### config.mk
export PLATFORM = sky130hd
export DESIGN_NAME = phy_basic_mode_control
export DESIGN_NICKNAME = d
export VERILOG_FILES = /design/src/strap_latch.v /design/src/phy_basic_mode_control.v
export VERILOG_INCLUDE_DIRS = /design/src /design/src/src
export SDC_FILE = /design/constraint.sdc
export NUM_CORES = 1
export LEC_CHECK = 0
export BUFFER_PORTS_ARGS = -buffer_cell sky130_fd_sc_hd__buf_2
export CAP_MARGIN = 20
export CORE_MARGIN = 2
export CORE_UTILIZATION = 50
export CTS_BUF_LIST = sky130_fd_sc_hd__clkbuf_4
export DETAILED_ROUTE_END_ITERATION = 7
export PLACE_DENSITY_LB_ADDON = 0.12
export SYNTH_ARGS = -nofsm -noshare
export SYNTH_HDL_FRONTEND = slang
export SYNTH_SLANG_ARGS = --single-unit
### constraint.sdc
create_clock -name core_clk -period 1.9 [get_ports core_clk]
set_input_delay 0.19 -clock core_clk [delete_from_list [all_inputs] [get_ports core_clk]]
set_output_delay 0.19 -clock core_clk [all_outputs]
set_load 0.02 [all_outputs]
### src/phy_bmc_regs.vh
/*
 * constants for the upper part of the basic mode control register:
 * offset, field positions, reset values and timing counts.
 * assumes it is included by bare name from the design files.
 */
`ifndef PHY_BMC_REGS_VH
`define PHY_BMC_REGS_VH

// ----------------------------------------------------------------
// register map
// ----------------------------------------------------------------
`define BMC_ADDR_W 5
`define BMC_DATA_W 16
`define BMC_OFFSET 5'h00

// ----------------------------------------------------------------
// field positions
// ----------------------------------------------------------------
`define BMC_SOFT_RESET_BIT 15
`define BMC_LOOPBACK_BIT 14
`define BMC_SPEED_BIT 13
`define BMC_AUTONEG_BIT 12
`define BMC_RESERVED_BIT 11

// ----------------------------------------------------------------
// reset values
// ----------------------------------------------------------------
`define BMC_SOFT_RESET_RST 1'h0
`define BMC_LOOPBACK_RST 1'h0
`define BMC_SPEED_RST 1'h1
`define BMC_AUTONEG_RST 1'h1

// ----------------------------------------------------------------
// strap codes {autoneg_strap_high, autoneg_strap_low}
// ----------------------------------------------------------------
`define STRAP_FORCE_10 2'h1
`define STRAP_FORCE_100 2'h2

// ----------------------------------------------------------------
// timing
// ----------------------------------------------------------------
`define CLK_PERIOD_NS 50
`define SOFT_RESET_NS 1000
`define SOFT_RESET_CYCLES (`SOFT_RESET_NS / `CLK_PERIOD_NS)
`define LOOP_DEAD_US 550
`define LOOP_DEAD_CYCLES ((`LOOP_DEAD_US * 1000) / `CLK_PERIOD_NS)
`define POWER_ON_WAIT_US 500

`endif

### src/strap_latch.v
/*
 * strap latch: captures the two negotiation strap pins once after
 * the hardware reset is released and again on each resample request.
 * assumes strap pins are steady and synchronous to core_clk.
 */
`timescale 1ns/1ps
`default_nettype none

module strap_latch #(
    parameter WIDTH = 2
) (
    input wire core_clk,
    input wire rst_b,
    input wire [WIDTH-1:0] strap_pins,
    input wire resample,
    output reg [WIDTH-1:0] strap_value,
    output reg strap_loaded
);

    reg pending_reg;

    // ----------------------------------------------------------------
    // capture after release and on request
    // ----------------------------------------------------------------
    always @(posedge core_clk or negedge rst_b) begin
        if (!rst_b) begin
            pending_reg <= 1'h1;
            strap_value <= {WIDTH{1'b0}};
            strap_loaded <= 1'h0;
        end else begin
            pending_reg <= 1'h0;
            strap_loaded <= pending_reg | resample;
            if (pending_reg | resample) begin
                strap_value <= strap_pins;
            end
        end
    end

endmodule

`default_nettype wire

### src/phy_basic_mode_control.v
/*
 * upper bits (15..11) of the basic mode control register with the
 * soft reset sequencer, strap reload, loopback path and speed and
 * negotiation selection.
 * assumes the management frame logic presents decoded register
 * accesses as single-cycle strobes synchronous to core_clk.
 */
//
// Contract
// writing bit 15 returns all status and control registers to defaults
// soft reset re-samples the strap pins like a hardware reset
// bit 15 reads one while resetting, zero once finished
// manager waits 500 us after power on before soft reset
// loopback bit routes transmit data back to receive data
// loopback at 100 Mb/s may impose a 550 us dead time
// loopback bit overrides loopback bits 8 and 9 of register 18h
// bit 13 picks 100 or 10 Mb/s when negotiation disabled
// speed bit value ignored while negotiation enabled
// negotiation straps set speed and override bit 12
// negotiation disabled: bits 8 and 13 set speed and duplex
// negotiation off at reset needs clear then set to enable
// registers are 16-bit words, up to 32 addresses
// defaults: bits 15,14 zero, 13,12 one; bit 11 reads zero
// bit 12 reads last written value, never status
`timescale 1ns/1ps
`default_nettype none
`include "phy_bmc_regs.vh"

module phy_basic_mode_control #(
    parameter DEAD_CYCLES = `LOOP_DEAD_CYCLES,
    parameter RESET_CYCLES = `SOFT_RESET_CYCLES,
    parameter NIB_W = 4
) (
    input wire core_clk,
    input wire rst_b,
    input wire [`BMC_ADDR_W-1:0] reg_addr,
    input wire reg_wr,
    input wire reg_rd,
    input wire [`BMC_DATA_W-1:0] reg_wdata,
    output reg [`BMC_DATA_W-1:0] reg_rdata,
    input wire autoneg_strap_low,
    input wire autoneg_strap_high,
    input wire [1:0] loopback_bypass_mode,
    input wire an_speed_100,
    input wire [NIB_W-1:0] tx_data,
    input wire tx_en,
    input wire [NIB_W-1:0] line_rx_data,
    input wire line_rx_dv,
    output reg [NIB_W-1:0] rx_data,
    output reg rx_dv,
    output reg [NIB_W-1:0] line_tx_data,
    output reg line_tx_en,
    output reg regs_reset,
    output reg loopback_en,
    output reg [1:0] loop_mode,
    output reg speed_100,
    output reg autoneg_en
);

    localparam ST_IDLE = 2'h0;
    localparam ST_HOLD = 2'h1;
    localparam ST_LATCH = 2'h2;
    localparam CNT_W = 16;
    localparam [CNT_W-1:0] RESET_LOAD = RESET_CYCLES[CNT_W-1:0];
    localparam [CNT_W-1:0] DEAD_LOAD = DEAD_CYCLES[CNT_W-1:0];

    reg [1:0] state_reg;
    reg [1:0] state_next;
    reg [CNT_W-1:0] rst_cnt_reg;
    reg loop_reg;
    reg speed_reg;
    reg an_ctrl_reg;
    reg an_active_reg;
    reg an_armed_reg;
    reg [CNT_W-1:0] dead_cnt_reg;
    reg resample_reg;
    wire [1:0] strap_value;
    wire strap_loaded;
    wire bmc_hit;
    wire wr_hit;
    wire busy;
    wire strap_forced;
    wire eff_speed;
    wire in_dead;
    wire soft_req;
    wire dead_start;
    wire strap_100;

    // ----------------------------------------------------------------
    // access decode and effective modes
    // ----------------------------------------------------------------
    assign bmc_hit = (reg_addr == `BMC_OFFSET);
    assign busy = (state_reg != ST_IDLE);
    // writes refused while busy so a reset cannot restart midway
    assign wr_hit = reg_wr & bmc_hit & ~busy;
    // soft reset request
    assign soft_req = wr_hit & reg_wdata[`BMC_SOFT_RESET_BIT];
    // straps override
    assign strap_forced = (strap_value == `STRAP_FORCE_10) |
                          (strap_value == `STRAP_FORCE_100);
    assign strap_100 = (strap_value == `STRAP_FORCE_100);
    // speed choice
    assign eff_speed = an_active_reg ? an_speed_100 : speed_reg;
    assign in_dead = (dead_cnt_reg != {CNT_W{1'b0}});
    // loopback entry at 100 Mb/s opens the dead time
    assign dead_start = loop_reg & ~loopback_en & eff_speed;

    // ----------------------------------------------------------------
    // strap capture
    // ----------------------------------------------------------------
    strap_latch #(
        .WIDTH(2)
    ) u_strap (
        .core_clk(core_clk),
        .rst_b(rst_b),
        .strap_pins({autoneg_strap_high, autoneg_strap_low}),
        .resample(resample_reg),
        .strap_value(strap_value),
        .strap_loaded(strap_loaded)
    );

    // ----------------------------------------------------------------
    // soft reset sequencer
    // ----------------------------------------------------------------
    always @* begin
        state_next = state_reg;
        case (state_reg)
            ST_IDLE: begin
                if (soft_req) begin
                    state_next = ST_HOLD;
                end
            end
            ST_HOLD: begin
                // count runs with the other registers held at defaults
                if (rst_cnt_reg == {CNT_W{1'b0}}) begin
                    state_next = ST_LATCH;
                end
            end
            ST_LATCH: begin
                // wait for the resampled straps to be applied
                if (strap_loaded) begin
                    state_next = ST_IDLE;
                end
            end
            default: begin
                state_next = ST_IDLE;
            end
        endcase
    end

    always @(posedge core_clk or negedge rst_b) begin
        if (!rst_b) begin
            state_reg <= ST_IDLE;
            rst_cnt_reg <= {CNT_W{1'b0}};
            resample_reg <= 1'h0;
            regs_reset <= 1'h0;
        end else begin
            state_reg <= state_next;
            // strap resample at end of hold
            resample_reg <= (state_reg == ST_HOLD) &&
                            (state_next == ST_LATCH);
            // other registers held at defaults
            regs_reset <= (state_next != ST_IDLE);
            // reload while idle so every reset gets a full hold
            if (state_reg == ST_IDLE) begin
                rst_cnt_reg <= RESET_LOAD;
            end else if (rst_cnt_reg != {CNT_W{1'b0}}) begin
                rst_cnt_reg <= rst_cnt_reg - 1'b1;
            end
        end
    end

    // ----------------------------------------------------------------
    // control bits
    // ----------------------------------------------------------------
    // strap load outranks register writes, so straps set the
    // power-up and post-reset defaults
    always @(posedge core_clk or negedge rst_b) begin
        if (!rst_b) begin
            loop_reg <= `BMC_LOOPBACK_RST;
            speed_reg <= `BMC_SPEED_RST;
            an_ctrl_reg <= `BMC_AUTONEG_RST;
            an_active_reg <= `BMC_AUTONEG_RST;
            an_armed_reg <= `BMC_AUTONEG_RST;
        end else if (strap_loaded) begin
            // strap defaults take precedence
            loop_reg <= `BMC_LOOPBACK_RST;
            if (strap_forced) begin
                speed_reg <= strap_100;
                an_ctrl_reg <= 1'h0;
                an_active_reg <= 1'h0;
                an_armed_reg <= 1'h0;
            end else begin
                speed_reg <= `BMC_SPEED_RST;
                an_ctrl_reg <= `BMC_AUTONEG_RST;
                an_active_reg <= `BMC_AUTONEG_RST;
                an_armed_reg <= `BMC_AUTONEG_RST;
            end
        end else if (soft_req) begin
            // defaults on soft reset
            loop_reg <= `BMC_LOOPBACK_RST;
            speed_reg <= `BMC_SPEED_RST;
            an_ctrl_reg <= `BMC_AUTONEG_RST;
            an_active_reg <= `BMC_AUTONEG_RST;
            an_armed_reg <= `BMC_AUTONEG_RST;
        end else if (wr_hit) begin
            loop_reg <= reg_wdata[`BMC_LOOPBACK_BIT];
            // stored but unused while negotiating
            speed_reg <= reg_wdata[`BMC_SPEED_BIT];
            // read back is last written
            an_ctrl_reg <= reg_wdata[`BMC_AUTONEG_BIT];
            // armed clears when straps force negotiation off; a zero
            // write re-arms, so a lone set is ignored
            // clear then set enables
            if (!reg_wdata[`BMC_AUTONEG_BIT]) begin
                an_active_reg <= 1'h0;
                an_armed_reg <= 1'h1;
            end else if (an_armed_reg) begin
                an_active_reg <= 1'h1;
            end
        end
    end

    // ----------------------------------------------------------------
    // register read
    // ----------------------------------------------------------------
    // read data holds until the next read strobe
    always @(posedge core_clk or negedge rst_b) begin
        if (!rst_b) begin
            reg_rdata <= {`BMC_DATA_W{1'b0}};
        end else if (reg_rd) begin
            reg_rdata <= {`BMC_DATA_W{1'b0}};
            // one 16-bit word, other addresses zero
            if (bmc_hit) begin
                // R3 reads one while busy
                reg_rdata[`BMC_SOFT_RESET_BIT] <= busy;
                reg_rdata[`BMC_LOOPBACK_BIT] <= loop_reg;
                reg_rdata[`BMC_SPEED_BIT] <= speed_reg;
                reg_rdata[`BMC_AUTONEG_BIT] <= an_ctrl_reg;
                // reserved reads zero
                reg_rdata[`BMC_RESERVED_BIT] <= 1'h0;
            end
        end
    end

    // ----------------------------------------------------------------
    // mode outputs and dead time
    // ----------------------------------------------------------------
    // registered copies so the mode pins never glitch
    always @(posedge core_clk or negedge rst_b) begin
        if (!rst_b) begin
            loopback_en <= 1'h0;
            loop_mode <= 2'h0;
            speed_100 <= `BMC_SPEED_RST;
            autoneg_en <= `BMC_AUTONEG_RST;
            dead_cnt_reg <= {CNT_W{1'b0}};
        end else begin
            loopback_en <= loop_reg;
            // loopback bit overrides 18h bits
            loop_mode <= loop_reg ? 2'h0 : loopback_bypass_mode;
            speed_100 <= eff_speed;
            autoneg_en <= an_active_reg;
            // dead time on loopback entry at 100
            // leaving loopback cancels any remaining dead time
            if (dead_start) begin
                dead_cnt_reg <= DEAD_LOAD;
            end else if (!loop_reg) begin
                dead_cnt_reg <= {CNT_W{1'b0}};
            end else if (in_dead) begin
                dead_cnt_reg <= dead_cnt_reg - 1'b1;
            end
        end
    end

    // ----------------------------------------------------------------
    // data path
    // ----------------------------------------------------------------
    // one cycle of latency in both directions
    always @(posedge core_clk or negedge rst_b) begin
        if (!rst_b) begin
            rx_data <= {NIB_W{1'b0}};
            rx_dv <= 1'h0;
            line_tx_data <= {NIB_W{1'b0}};
            line_tx_en <= 1'h0;
        end else if (loop_reg) begin
            // transmit looped to receive
            rx_data <= tx_data;
            // entry cycle blanked before the counter has loaded
            rx_dv <= tx_en & ~in_dead & ~dead_start;
            // line side idle while looped
            line_tx_data <= {NIB_W{1'b0}};
            line_tx_en <= 1'h0;
        end else begin
            rx_data <= line_rx_data;
            rx_dv <= line_rx_dv;
            line_tx_data <= tx_data;
            line_tx_en <= tx_en;
        end
    end

endmodule

`default_nettype wire

==> results of run 1 <==
-- layout make-up --
type	count	area, um^2
inverter	16	60.06
clock inverter	7	157.7
clock buffer	9	67.56
tap	75	93.84
multi-input combinational	221	1475
timing repair buffer	109	768.2
sequential	64	1610
fill	460	1758
-- cells in the mapped netlist (all sizes together) (2+ instances only) --
library cell,n
a211oi,5
a21o,2
a21oi,19
a311oi,2
a31o,2
a31oi,3
buf,14
clkbuf,8
dfrtp,57
dfstp,7
ha,4
inv,16
mux2,5
mux2i,6
nand2,13
nand2b,4
nand3,11
nand4,8
nor2,28
nor2b,9
nor3,6
nor3b,4
nor4,12
o211ai,2
o21ai,14
o22ai,3
o31ai,9
or2,5
or3,5
or3b,2
or4,10
xnor2,3
-- routing by layer --
layer | vias up | share of wire | routed length [um]
met5 | - | 0 | 0
met1 | 1315 | 0.46 | 3201
li1 | 1340 | - | -
met3 | 10 | 0.039 | 271
met4 | 0 | 0.014 | 95
met2 | 59 | 0.49 | 3449
-- critical path, delay by kind of cell, from the launching register on --
family	cells	cell delay, ns
flops	1	0.39
simple gates	4	1.53
-- cells by family (layout without fill, tap and decap cells) --
group                      Yosys count  in the layout  synth area share
muxes                               11             11           0.03696
DFF                                 64             64            0.5115
AOI/OAI and AO/OA                   70             70            0.1439
xor gates and xnor gates             3              3          0.008348
buffers and inverters               38            141           0.06002
other                                1             13          0.001191
and+or+nand+nor                    120            120            0.2222
adders and majority gates            4              4           0.01590
-- per-stage QoR --
step | instance area (um^2) | total power [W] | setup slack (ns) | setup TNS (ns) | util
2_1_floorplan | 3198 | 0.001949 | -0.04287 | -0.04287 | -
3_3_place_gp | 3761 | 0.002229 | -0.06575 | -0.06575 | 0.6278
3_5_place_dp | 3761 | 0.002246 | -0.06388 | -0.08430 | 0.6278
4_1_cts | 4167 | 0.003709 | -0.07039 | -0.07039 | 0.6955
5_1_grt | 4233 | 0.003882 | -0.1213 | -0.1586 | 0.7066
6_report | 4233 | 0.003718 | -0.06472 | -0.06472 | 0.7066
-- power groups by stage --
stage,combinational [W],clock [W],sequential [W]
floorplan,0.000355,0,0.00159
CTS,0.000726,0.00146,0.00153
finish,0.000769,0.00142,0.00153
detailed placement,0.000696,0,0.00155
global route,0.000838,0.00150,0.00154
global placement,0.000680,0,0.00155
-- path summary, 6_finish.rpt --
check | startpoint | to | slack (ns) | cells after the start
max | rst_cnt_reg[11]$_DFFE_PN0P_ | rst_cnt_reg[13]$_DFFE_PN0P_ | -0.06 | 4
min | tx_en | line_tx_en$_DFF_PN0_ | 0.04 | 2
max reg2reg | rst_cnt_reg[11]$_DFFE_PN0P_ | rst_cnt_reg[13]$_DFFE_PN0P_ | -0.06 | 4
min reg2reg | an_active_reg$_DFFE_PN1P_ | autoneg_en$_DFF_PN1_ | 0.40 | 0
max in group asynchronous | rst_b | autoneg_en$_DFF_PN1_ | 1.25 | 3
min in group asynchronous | rst_b | line_tx_data[1]$_DFF_PN0_ | 0.31 | 3
-- repair_timing --
item / in CTS / in global routing
gates resized for setup: 2 / 16
hold endpoints to repair: 70 / 0
pin swaps: 0 / 3
endpoints found under the setup margin: 5 / 21
hold buffers: 17 / 0
cloned: 0 / 0
==> key figures, run 1 <==
STA
  – Fmax: ~510 MHz
  – Worst Slack Setup Final: -0.06472 ns
  – RSZ-0062 raised after global routing: true
  – Final Setup Violations: 1
  – Hold Slack: about 0.043 ns
  – Tmin final: a little under 2 ns
  – Fin. Hold Viols: 0
  – Final period utilization: 1.034
  – Slew Viols, Final: 0
  – Clk_skew: around 0.017 ns

Critical path
  – Critical path launch point type: flip-flop
  – Top fanout value on the critical path: 2
  – Critical path class: reg2reg
  – Slowest-stage cell, CP: or4_4
  – Delay of the slowest critical-path stage: about 0.54 ns
  – CP Cell Sequence: or4_4, or4_4, or4_1, nand2_1
  – CP Data Required Time: ~2.3 ns
  – Worst EP arrival: ~2.3 ns
  – CP dominant cell by count: or4_4
  – Worst setup EP type: flip-flop

Yosys
  – Ys async rst share: 1.000
  – Synth top area share: 0.4531
  – Number of distinct library cells after synthesis: 51
  – Synth warn: 0
  – Gate Count Post-Synth: roughly 310
  – Post-synthesis sequential area ratio: 0.5115
  – Yosys reg bits: 64
  – Mapped Avg Cell Area: about 10 um^2
  – Post-synth top area cell: dfrtp_1
  – EDFF count, synth: 0
  – Mapped Area: about 3100 um^2
  – Synth area leaders: dfrtp_1 45%, dfstp_2 5.8%, nor2_1 3.3%
  – Main synth FF type: dfrtp_1

Die
  – I/O pins: 72
  – Chip Width: around 83 um
  – FP Rows: 28
  – Die height: between 80 and 90 um
  – Starting Density: 0.5255
  – Die area: about 6900 um^2
  – Core box area: approximately 6000 um^2

Pwr
  – Internal power: about 0.0027 W
  – Comb power frac: 0.207
  – P_leak: roughly 2 nW
  – Worst VDD drop: about 0.00056 V
  – Sw frac: 0.2646
  – Sequential cell fraction of total power: 0.411
  – Switching Power: 0.0009836 W
  – Pwr per Cell Area: 878.4 nW/um^2
  – Clock network power share: 0.382

Clocking
  – Postcts setup bufs: 0
  – TritonCTS clock tree: done
  – Root buffer cell: clkbuf_4
  – CTS Buf Count: 9
  – Htree depth: 3
  – Clk sink count: 64
  – Clock buffer depth: 2
  – Clock Pin Slew Worst Setup and Hold Paths: ~0.11 ns
  – Clock latency at the later pin of the worst-skew pair: slightly above 0.4 ns

Detailed routing
  – Wire length per cell: ~14 um
  – Via count: ~2700
  – Drt pass-1 iters: 4
  – Initial drt markers: ~110
  – Antenna Nets Post-Route: 0
  – DR DRC count: 0
  – WL final: ~7.0 mm
  – Vias per inst: around 5.4

GRT
  – Total grt overflow: 0
  – GR met3 Demand/Resource: 0.05268
  – Largest net degree at the start of global routing: between 60 and 70
  – Antenna violations before repair: 0
  – First-pass GRT wire length: around 12 mm
  – Grt met1 use: 0.2677
  – Most Crowded Layer GR: met2
  – Total GRT Usage: 0.2101
  – GR Layer Usage met2: 0.3490
  – Vias in the first global route: around 2700

Finish
  – Cell Count, Final, Fillers Out: 501
  – N_diodes: 0
  – Share of cells above drive strength 1: 0.3451
  – Most common cell after layout, fill and taps aside: dfrtp_1
  – NumNets Final: 465
  – Most frequent cells in the layout: 57 x dfrtp_1, 47 x buf_2, 43 x buf_4, 27 x nor2_1
  – Area growth, synth to finish: 34.46%

Place
  – DP HPWL: between 4 and 5 mm
  – Input/output buffers: 47
  – Placer Congestion: about 0.8
  – Placed cell count: 468

Run status
  – Status: finished, violations left
  – Failing checks: setup timing

Hold path
  – Hold WC Path Type: in2reg

Run
  – Maxcap violations: 0
Note: power is estimated with default switching activity, not from simulation.
==> run 2, diff against run 1 <==
--- a/config.mk
+++ b/config.mk
@@ -9,7 +9,7 @@
 export BUFFER_PORTS_ARGS = -buffer_cell sky130_fd_sc_hd__buf_2
 export CAP_MARGIN = 20
 export CORE_MARGIN = 2
-export CORE_UTILIZATION = 50
+export CORE_UTILIZATION = 60
 export CTS_BUF_LIST = sky130_fd_sc_hd__clkbuf_4
 export DETAILED_ROUTE_END_ITERATION = 7
 export PLACE_DENSITY_LB_ADDON = 0.12
==> constraint.sdc (replaced) <==
create_clock -name core_clk -period 2.5 [get_ports core_clk]
set_input_delay 0.25 -clock core_clk [delete_from_list [all_inputs] [get_ports core_clk]]
set_output_delay 0.25 -clock core_clk [all_outputs]
set_load 0.02 [all_outputs]
==> key figures, run 2 (synthesized netlist as in run 1, its figures left out) <==
Finish
  – Area growth, synth to finish: 15.86%
  – Cell Count, Final, Fillers Out: 443 (-12%)
  – NumNets Final: 412 (-11%)
  – N_diodes: 0 (unchanged)
  – Most common cell after layout, fill and taps aside: dfrtp_1
  – Fillcell total: 410 (-11%)
  – Multi-input logic area: 1394 um^2 (-5.5%)
  – Post-layout util: 0.7187 (+0.01213)
  – Most frequent cells in the layout: 57 x dfrtp_1, 47 x buf_2, 28 x nor2_1, 19 x a21oi_1, 16 x inv_1
  – Reg area: 1610 um^2 (unchanged)
  – Share of cells above drive strength 1: 0.2547 (-0.09038)

Detailed routing
  – Drt pass-1 iters: 4 (unchanged)
  – Wire length per cell: 13.90 um (-0.76%)
  – Antenna Nets Post-Route: 0 (unchanged)
  – DR DRC count: 0 (unchanged)
  – WL final: 6.159 mm (-12%)
  – Initial drt markers: 207 (+83%)
  – Via count: 2523 (-7.4%)
  – Vias per inst: 5.695 (+4.7%)

Pwr
  – Sequential cell fraction of total power: 0.476 (+0.065)
  – Pwr per Cell Area: 676.7 nW/um^2 (-23%)
  – Worst VDD drop: 0.0005252 V (-5.5%)
  – Sw frac: 0.2833 (+0.01879)
  – Switching Power: 0.0006993 W (-29%)
  – Internal power: 0.001769 W (-35%)
  – Clock network power share: 0.354 (-0.028)
  – P_leak: 1.704 nW (-15%)
  – Comb power frac: 0.170 (-0.037)

GRT
  – Total grt overflow: 0 (unchanged)
  – Vias in the first global route: 2430 (-8.7%)
  – Total GRT Usage: 0.2276 (+0.01751)
  – Largest net degree at the start of global routing: 39 (-40%)
  – Antenna violations before repair: 0 (unchanged)
  – First-pass GRT wire length: 10.67 mm (-9.8%)

STA
  – Clk_skew: 0.009234 ns (-0.007409 ns)
  – Slew Viols, Final: 0 (unchanged)
  – RSZ-0062 raised after global routing: false
  – Setup TNS: 0 ns (+0.06472 ns)
  – Final period utilization: 0.8439 (-0.1902)
  – Final Setup Violations: 0 (-1)
  – Slew headroom: 0.4870
  – Fin. Hold Viols: 0 (unchanged)
  – Fmax: 474.0 MHz (-6.9%)
  – Least-Margin Pin Slew: ~0.77 ns
  – Tmin final: 2.110 ns (+0.1450 ns)

Critical path
  – Crit path to: rst_cnt_reg[15]$_DFFE_PN0P_
  – Worst R2R Setup Slack: 0.39 ns (+0.45 ns)
  – Crit path from: rst_cnt_reg[0]$_DFFE_PN0P_
  – Critical path class: reg2reg
  – Reg2reg path depth: 6 (+2)
  – Top fanout value on the critical path: 12 (+10)
  – R2R Path Start: rst_cnt_reg[0]$_DFFE_PN0P_
  – CP Data Required Time: 2.83 ns (+0.58 ns)
  – Worst r2r dst: rst_cnt_reg[15]$_DFFE_PN0P_
  – Worst EP arrival: 2.44 ns (+0.13 ns)
  – Worst setup EP type: flip-flop
  – Critical path launch point type: flip-flop

Place
  – DP HPWL: 4.235 mm (-10%)
  – Placed cell count: 426 (-9.0%)
  – Placer Congestion: 0.8154 (+1.5%)
  – Input/output buffers: 47 (unchanged)

Die
  – Starting Density: 0.6203 (+0.09484)
  – Chip Width: 76.44 um (-8.3%)
  – Die area: 5842 um^2 (-16%)
  – I/O pins: 72 (unchanged)
  – Core box area: 5075 um^2 (-15%)
  – FP Rows: 26 (-7.1%)
  – Die height: 76.44 um (-8.3%)

Clocking
  – Clock buffer depth: 2 (unchanged)
  – # resized after CTS: 0 (-2)
  – Clock latency at the later pin of the worst-skew pair: 0.41 ns (about the same)
  – Clk sink count: 64 (unchanged)
  – Clock Pin Slew Worst Setup and Hold Paths: 0.10 ns (about the same)
  – Htree depth: 3 (unchanged)
  – TritonCTS clock tree: done
  – CTS Buf Count: 9 (unchanged)
  – Root buffer cell: clkbuf_4

Hold path
  – Hold WC Path Type: in2reg

Run status
  – Status: completed

Run
  – Maxcap violations: 0 (unchanged)
## run 2: cell types whose count changed in the layout (fill, tap and decap cells not counted), sizes merged
cell / previous run / this run
bufinv: 5 / 3
buf: 92 / 55
clkinv: 2 / 3
dlygate4sd3: 17 / 1
clkinvlp: 0 / 1
## run 2: timing repair
item | in CTS | in global routing
hold buffers | 1 | 0
buffers inserted | 0 | 0
hold endpoints to repair | 26 | 0
## run 2: per-stage QoR
| stage | total power, W | hold slack [ns] | setup WS, ns | cell area, um^2 |
|---|---|---|---|---|
| global placement | 0.001600 | 0.2881 | 0.4699 | 3460 |
| CTS | 0.002487 | 0.02938 | 0.4250 | 3647 |
| detailed placement | 0.001610 | 0.2935 | 0.4564 | 3460 |
| finish | 0.002468 | 0.05057 | 0.3903 | 3647 |
| global route | 0.002591 | 0.03761 | 0.1666 | 3647 |
| floorplan | 0.001482 | -0.04559 | 0.4822 | 3193 |
## run 2: how the worst min path moves through the flow
stage	from	end	slack, ns	cells after the start
2_1_floorplan	rst_b	dead_cnt_reg[0]$_DFFE_PN0P_	-0.05	0
3_3_place_gp	rst_b	line_tx_data[3]$_DFF_PN0_	0.29	1
3_5_place_dp	rst_b	line_tx_data[3]$_DFF_PN0_	0.29	1
4_1_cts	autoneg_strap_high	u_strap.strap_value[1]$_DFFE_PN0P_	0.03	3
5_1_grt	line_rx_dv	rx_dv$_DFF_PN0_	0.04	2
6_report	autoneg_strap_high	u_strap.strap_value[1]$_DFFE_PN0P_	0.05	3
## run 2: final cells by class
cell class / count / area share
Clock buffer: 9 / 0.01852
Clock inverter: 7 / 0.03019
Inverter: 16 / 0.01647
Multi-Input combinational cell: 221 / 0.3822
Sequential cell: 64 / 0.4415
Tap cell: 70 / 0.02401
Timing Repair Buffer: 56 / 0.08714
## run 2: power groups by stage
stage	clock network (W)	logic, W	registers (W)
2_1_floorplan	0	0.000270	0.00121
3_3_place_gp	0	0.000408	0.00119
3_5_place_dp	0	0.000417	0.00119
4_1_cts	0.000892	0.000420	0.00117
5_1_grt	0.000938	0.000465	0.00119
6_report	0.000874	0.000420	0.00117
## run 2: layer usage
layer / up-vias / track usage / part of all wire
met5: - / 0 / 0
met4: 0 / 0.1000 / 0.018
met3: 13 / 0.05332 / 0.032
met2: 54 / 0.3761 / 0.51
met1: 1222 / 0.2870 / 0.44
li1: 1234 / - / -
## run 2: worst max-delay path, cell delays in order (launching register included)
cell and delay, ns:
dfrtp_1 0.42, inv_1 0.10, ha_1 0.20, nor3b_1 0.50, and4_1 0.54, o21ai_0 0.16
a21oi_1 0.13
==> run 3, diff against run 2 <==
--- a/config.mk
+++ b/config.mk
@@ -9,7 +9,7 @@
 export BUFFER_PORTS_ARGS = -buffer_cell sky130_fd_sc_hd__buf_2
 export CAP_MARGIN = 20
 export CORE_MARGIN = 2
-export CORE_UTILIZATION = 60
+export CORE_UTILIZATION = 50
 export CTS_BUF_LIST = sky130_fd_sc_hd__clkbuf_4
 export DETAILED_ROUTE_END_ITERATION = 7
 export PLACE_DENSITY_LB_ADDON = 0.12
==> constraint.sdc (replaced) <==
create_clock -name core_clk -period 1.7 [get_ports core_clk]
set_input_delay 0.17 -clock core_clk [delete_from_list [all_inputs] [get_ports core_clk]]
set_output_delay 0.17 -clock core_clk [all_outputs]
set_load 0.02 [all_outputs]
==> key figures, run 3 (synthesized netlist as in run 1, its figures left out) <==
STA
  – RSZ-0062 raised after global routing: true
  – Final Setup Violations: 17 (+17)
  – Slew Viols, Final: 0 (unchanged)
  – Least-Margin Pin Slew: 0.6385 ns (-0.1282 ns)
  – Clk_skew: 0.02002 ns (+0.01078 ns)
  – Slew headroom: 0.5728 (+0.08580)
  – Hold Slack: 0.01967 ns (-0.03090 ns)
  – Fin. Hold Viols: 0 (unchanged)
  – Worst Slack Setup Final: -0.2523 ns (-0.6425 ns)
  – Tmin final: 1.952 ns (-0.1575 ns)
  – Final period utilization: 1.148 (+0.3045)
  – Fmax: 512.2 MHz (+8.1%)

Place
  – Cell Area, Placed: 3852 um^2 (+11%)
  – DP HPWL: 5.240 mm (+24%)
  – Place WS: -0.2718 ns (-0.7282 ns)
  – Placer Congestion: 0.8475 (+3.9%)
  – Input/output buffers: 47 (unchanged)

Hold path
  – Hold EP: reg_rdata[14]$_DFFE_PN0P_
  – Worst Hold Path Cells: 2 (-1)
  – Hold path start: reg_rd
  – Hold WC Path Type: in2reg

Finish
  – Share of cells above drive strength 1: 0.4967 (+0.2420)
  – Post-layout util: 0.7966 (+0.07789)
  – N_diodes: 0 (unchanged)
  – NumNets Final: 494 (+20%)
  – Area growth, synth to finish: 51.59%
  – Most frequent cells in the layout: 58 x buf_4, 55 x dfrtp_1, 47 x buf_2, 25 x nor2_1
  – Most common cell after layout, fill and taps aside: buf_4
  – Post-route cell area: 4772 um^2 (+31%)

Clocking
  – Clk sink count: 64 (unchanged)
  – Clock latency at the later pin of the worst-skew pair: 0.42 ns (about the same)
  – TritonCTS clock tree: done
  – Clock buffer depth: 2 (unchanged)
  – CTS Buf Count: 9 (unchanged)
  – Clock Pin Slew Worst Setup and Hold Paths: 0.11 ns (about the same)
  – Root buffer cell: clkbuf_4
  – Htree depth: 3 (unchanged)

Critical path
  – Critical path class: reg2reg
  – Reg2reg path depth: 4 (-2)
  – CP Data Required Time: 2.07 ns (-0.76 ns)
  – Top fanout value on the critical path: 2 (-10)
  – Worst EP arrival: 2.32 ns (-0.12 ns)
  – Worst R2R Setup Slack: -0.25 ns (-0.64 ns)
  – Worst setup EP type: flip-flop
  – Critical path launch point type: flip-flop
  – R2R Path Start: rst_cnt_reg[7]$_DFFE_PN0P_
  – Worst r2r dst: rst_cnt_reg[13]$_DFFE_PN0P_

Pwr
  – Clock network power share: 0.285 (-0.069)
  – P_leak: 2.229 nW (+31%)
  – Sequential cell fraction of total power: 0.406 (-0.070)
  – Switching Power: 0.001303 W (+86%)
  – Comb power frac: 0.309 (+0.139)
  – Pwr per Cell Area: 882.0 nW/um^2 (+30%)
  – Sw frac: 0.3095 (+0.02616)
  – Worst VDD drop: 0.0007054 V (+34%)
  – Pwr Total: 0.004209 W (+71%)
  – Internal power: 0.002906 W (+64%)

Detailed routing
  – Vias per inst: 5.632 (-1.1%)
  – WL final: 9.054 mm (+47%)
  – Drt pass-1 iters: 4 (unchanged)
  – Wire length per cell: 17.08 um (+23%)
  – Via count: 2985 (+18%)
  – Antenna Nets Post-Route: 0 (unchanged)
  – DR DRC count: 0 (unchanged)
  – Initial drt markers: 141 (-32%)

Die
  – I/O pins: 72 (unchanged)
  – FP Rows: 28 (+7.7%)
  – Starting Density: 0.5255 (-0.09484)
  – Chip Width: 83.35 um (+9.0%)
  – Die height: 83.35 um (+9.0%)
  – Core box area: 5991 um^2 (+18%)
  – Die area: 6946 um^2 (+19%)

GRT
  – First-pass GRT wire length: 13.51 mm (+27%)
  – Vias in the first global route: 2955 (+22%)
  – Antenna violations before repair: 0 (unchanged)
  – Largest net degree at the start of global routing: 47 (+21%)
  – Total grt overflow: 0 (unchanged)
  – Total GRT Usage: 0.2425 (+0.01482)

Run status
  – Failing checks: setup timing
  – Status: finished, violations left

Run
  – Maxcap violations: 0 (unchanged)
-- run 3: worst max-delay path: stages, from the launching register on --
cell and delay (ns):
dfrtp_1 0.39, or4_4 0.54, or4_4 0.52, or4_1 0.41, nand2_1 0.07
-- run 3: power groups by stage --
stage,Clock [W],Combinational (W),Sequential [W]
global placement,0,0.000814,0.00172
finish,0.00120,0.00130,0.00171
detailed placement,0,0.000831,0.00173
floorplan,0,0.000403,0.00178
global route,0.00128,0.00139,0.00172
CTS,0.00121,0.00110,0.00170
-- run 3: per-layer routing --
layer  track usage  part of all wire  vias up
met5             0                 0        -
li1              -                 -     1400
met2        0.4179              0.51      111
met1        0.2902              0.41     1448
met3       0.05268             0.051       26
met4        0.1088             0.026        0
-- run 3: final cells by class --
cell class                 count  area, um^2
multi-input combinational    221        1792
sequential                    64        1613
fill                         350        1219
timing repair buffer         138        1050
tap                           75       93.84
clock buffer                  12       90.09
clock inverter                 4       68.82
inverter                      16       65.06
-- run 3: stage by stage --
step | cells | setup TNS [ns]
after floorplan | 323 | -1.940
after global placement | 479 | -1.864
after detailed placement | 479 | -3.011
after CTS | 520 | -0.3708
after global routing | 530 | -2.979
final | 530 | -1.258
-- run 3: repair_timing --
| action | CTS | global route |
|---|---|---|
| hold buffers | 15 | 0 |
| gates resized for setup | 50 | 47 |
| gates cloned | 2 | 0 |
| endpoints found under the setup margin | 31 | 32 |
| pin swaps | 16 | 15 |
| buffers inserted | 8 | 11 |
| hold endpoints to repair | 31 | 0 |
-- run 3: worst max path at each step --
stage                           startpoint  slack, ns                           to
3_5_place_dp   rst_cnt_reg[11]$_DFFE_PN0P_      -0.27  rst_cnt_reg[13]$_DFFE_PN0P_
2_1_floorplan  rst_cnt_reg[10]$_DFFE_PN0P_      -0.24  rst_cnt_reg[13]$_DFFE_PN0P_
3_3_place_gp   rst_cnt_reg[11]$_DFFE_PN0P_      -0.26  rst_cnt_reg[13]$_DFFE_PN0P_
4_1_cts         rst_cnt_reg[7]$_DFFE_PN0P_      -0.25  rst_cnt_reg[13]$_DFFE_PN0P_
5_1_grt         rst_cnt_reg[7]$_DFFE_PN0P_      -0.30  rst_cnt_reg[13]$_DFFE_PN0P_
6_report        rst_cnt_reg[7]$_DFFE_PN0P_      -0.25  rst_cnt_reg[13]$_DFFE_PN0P_
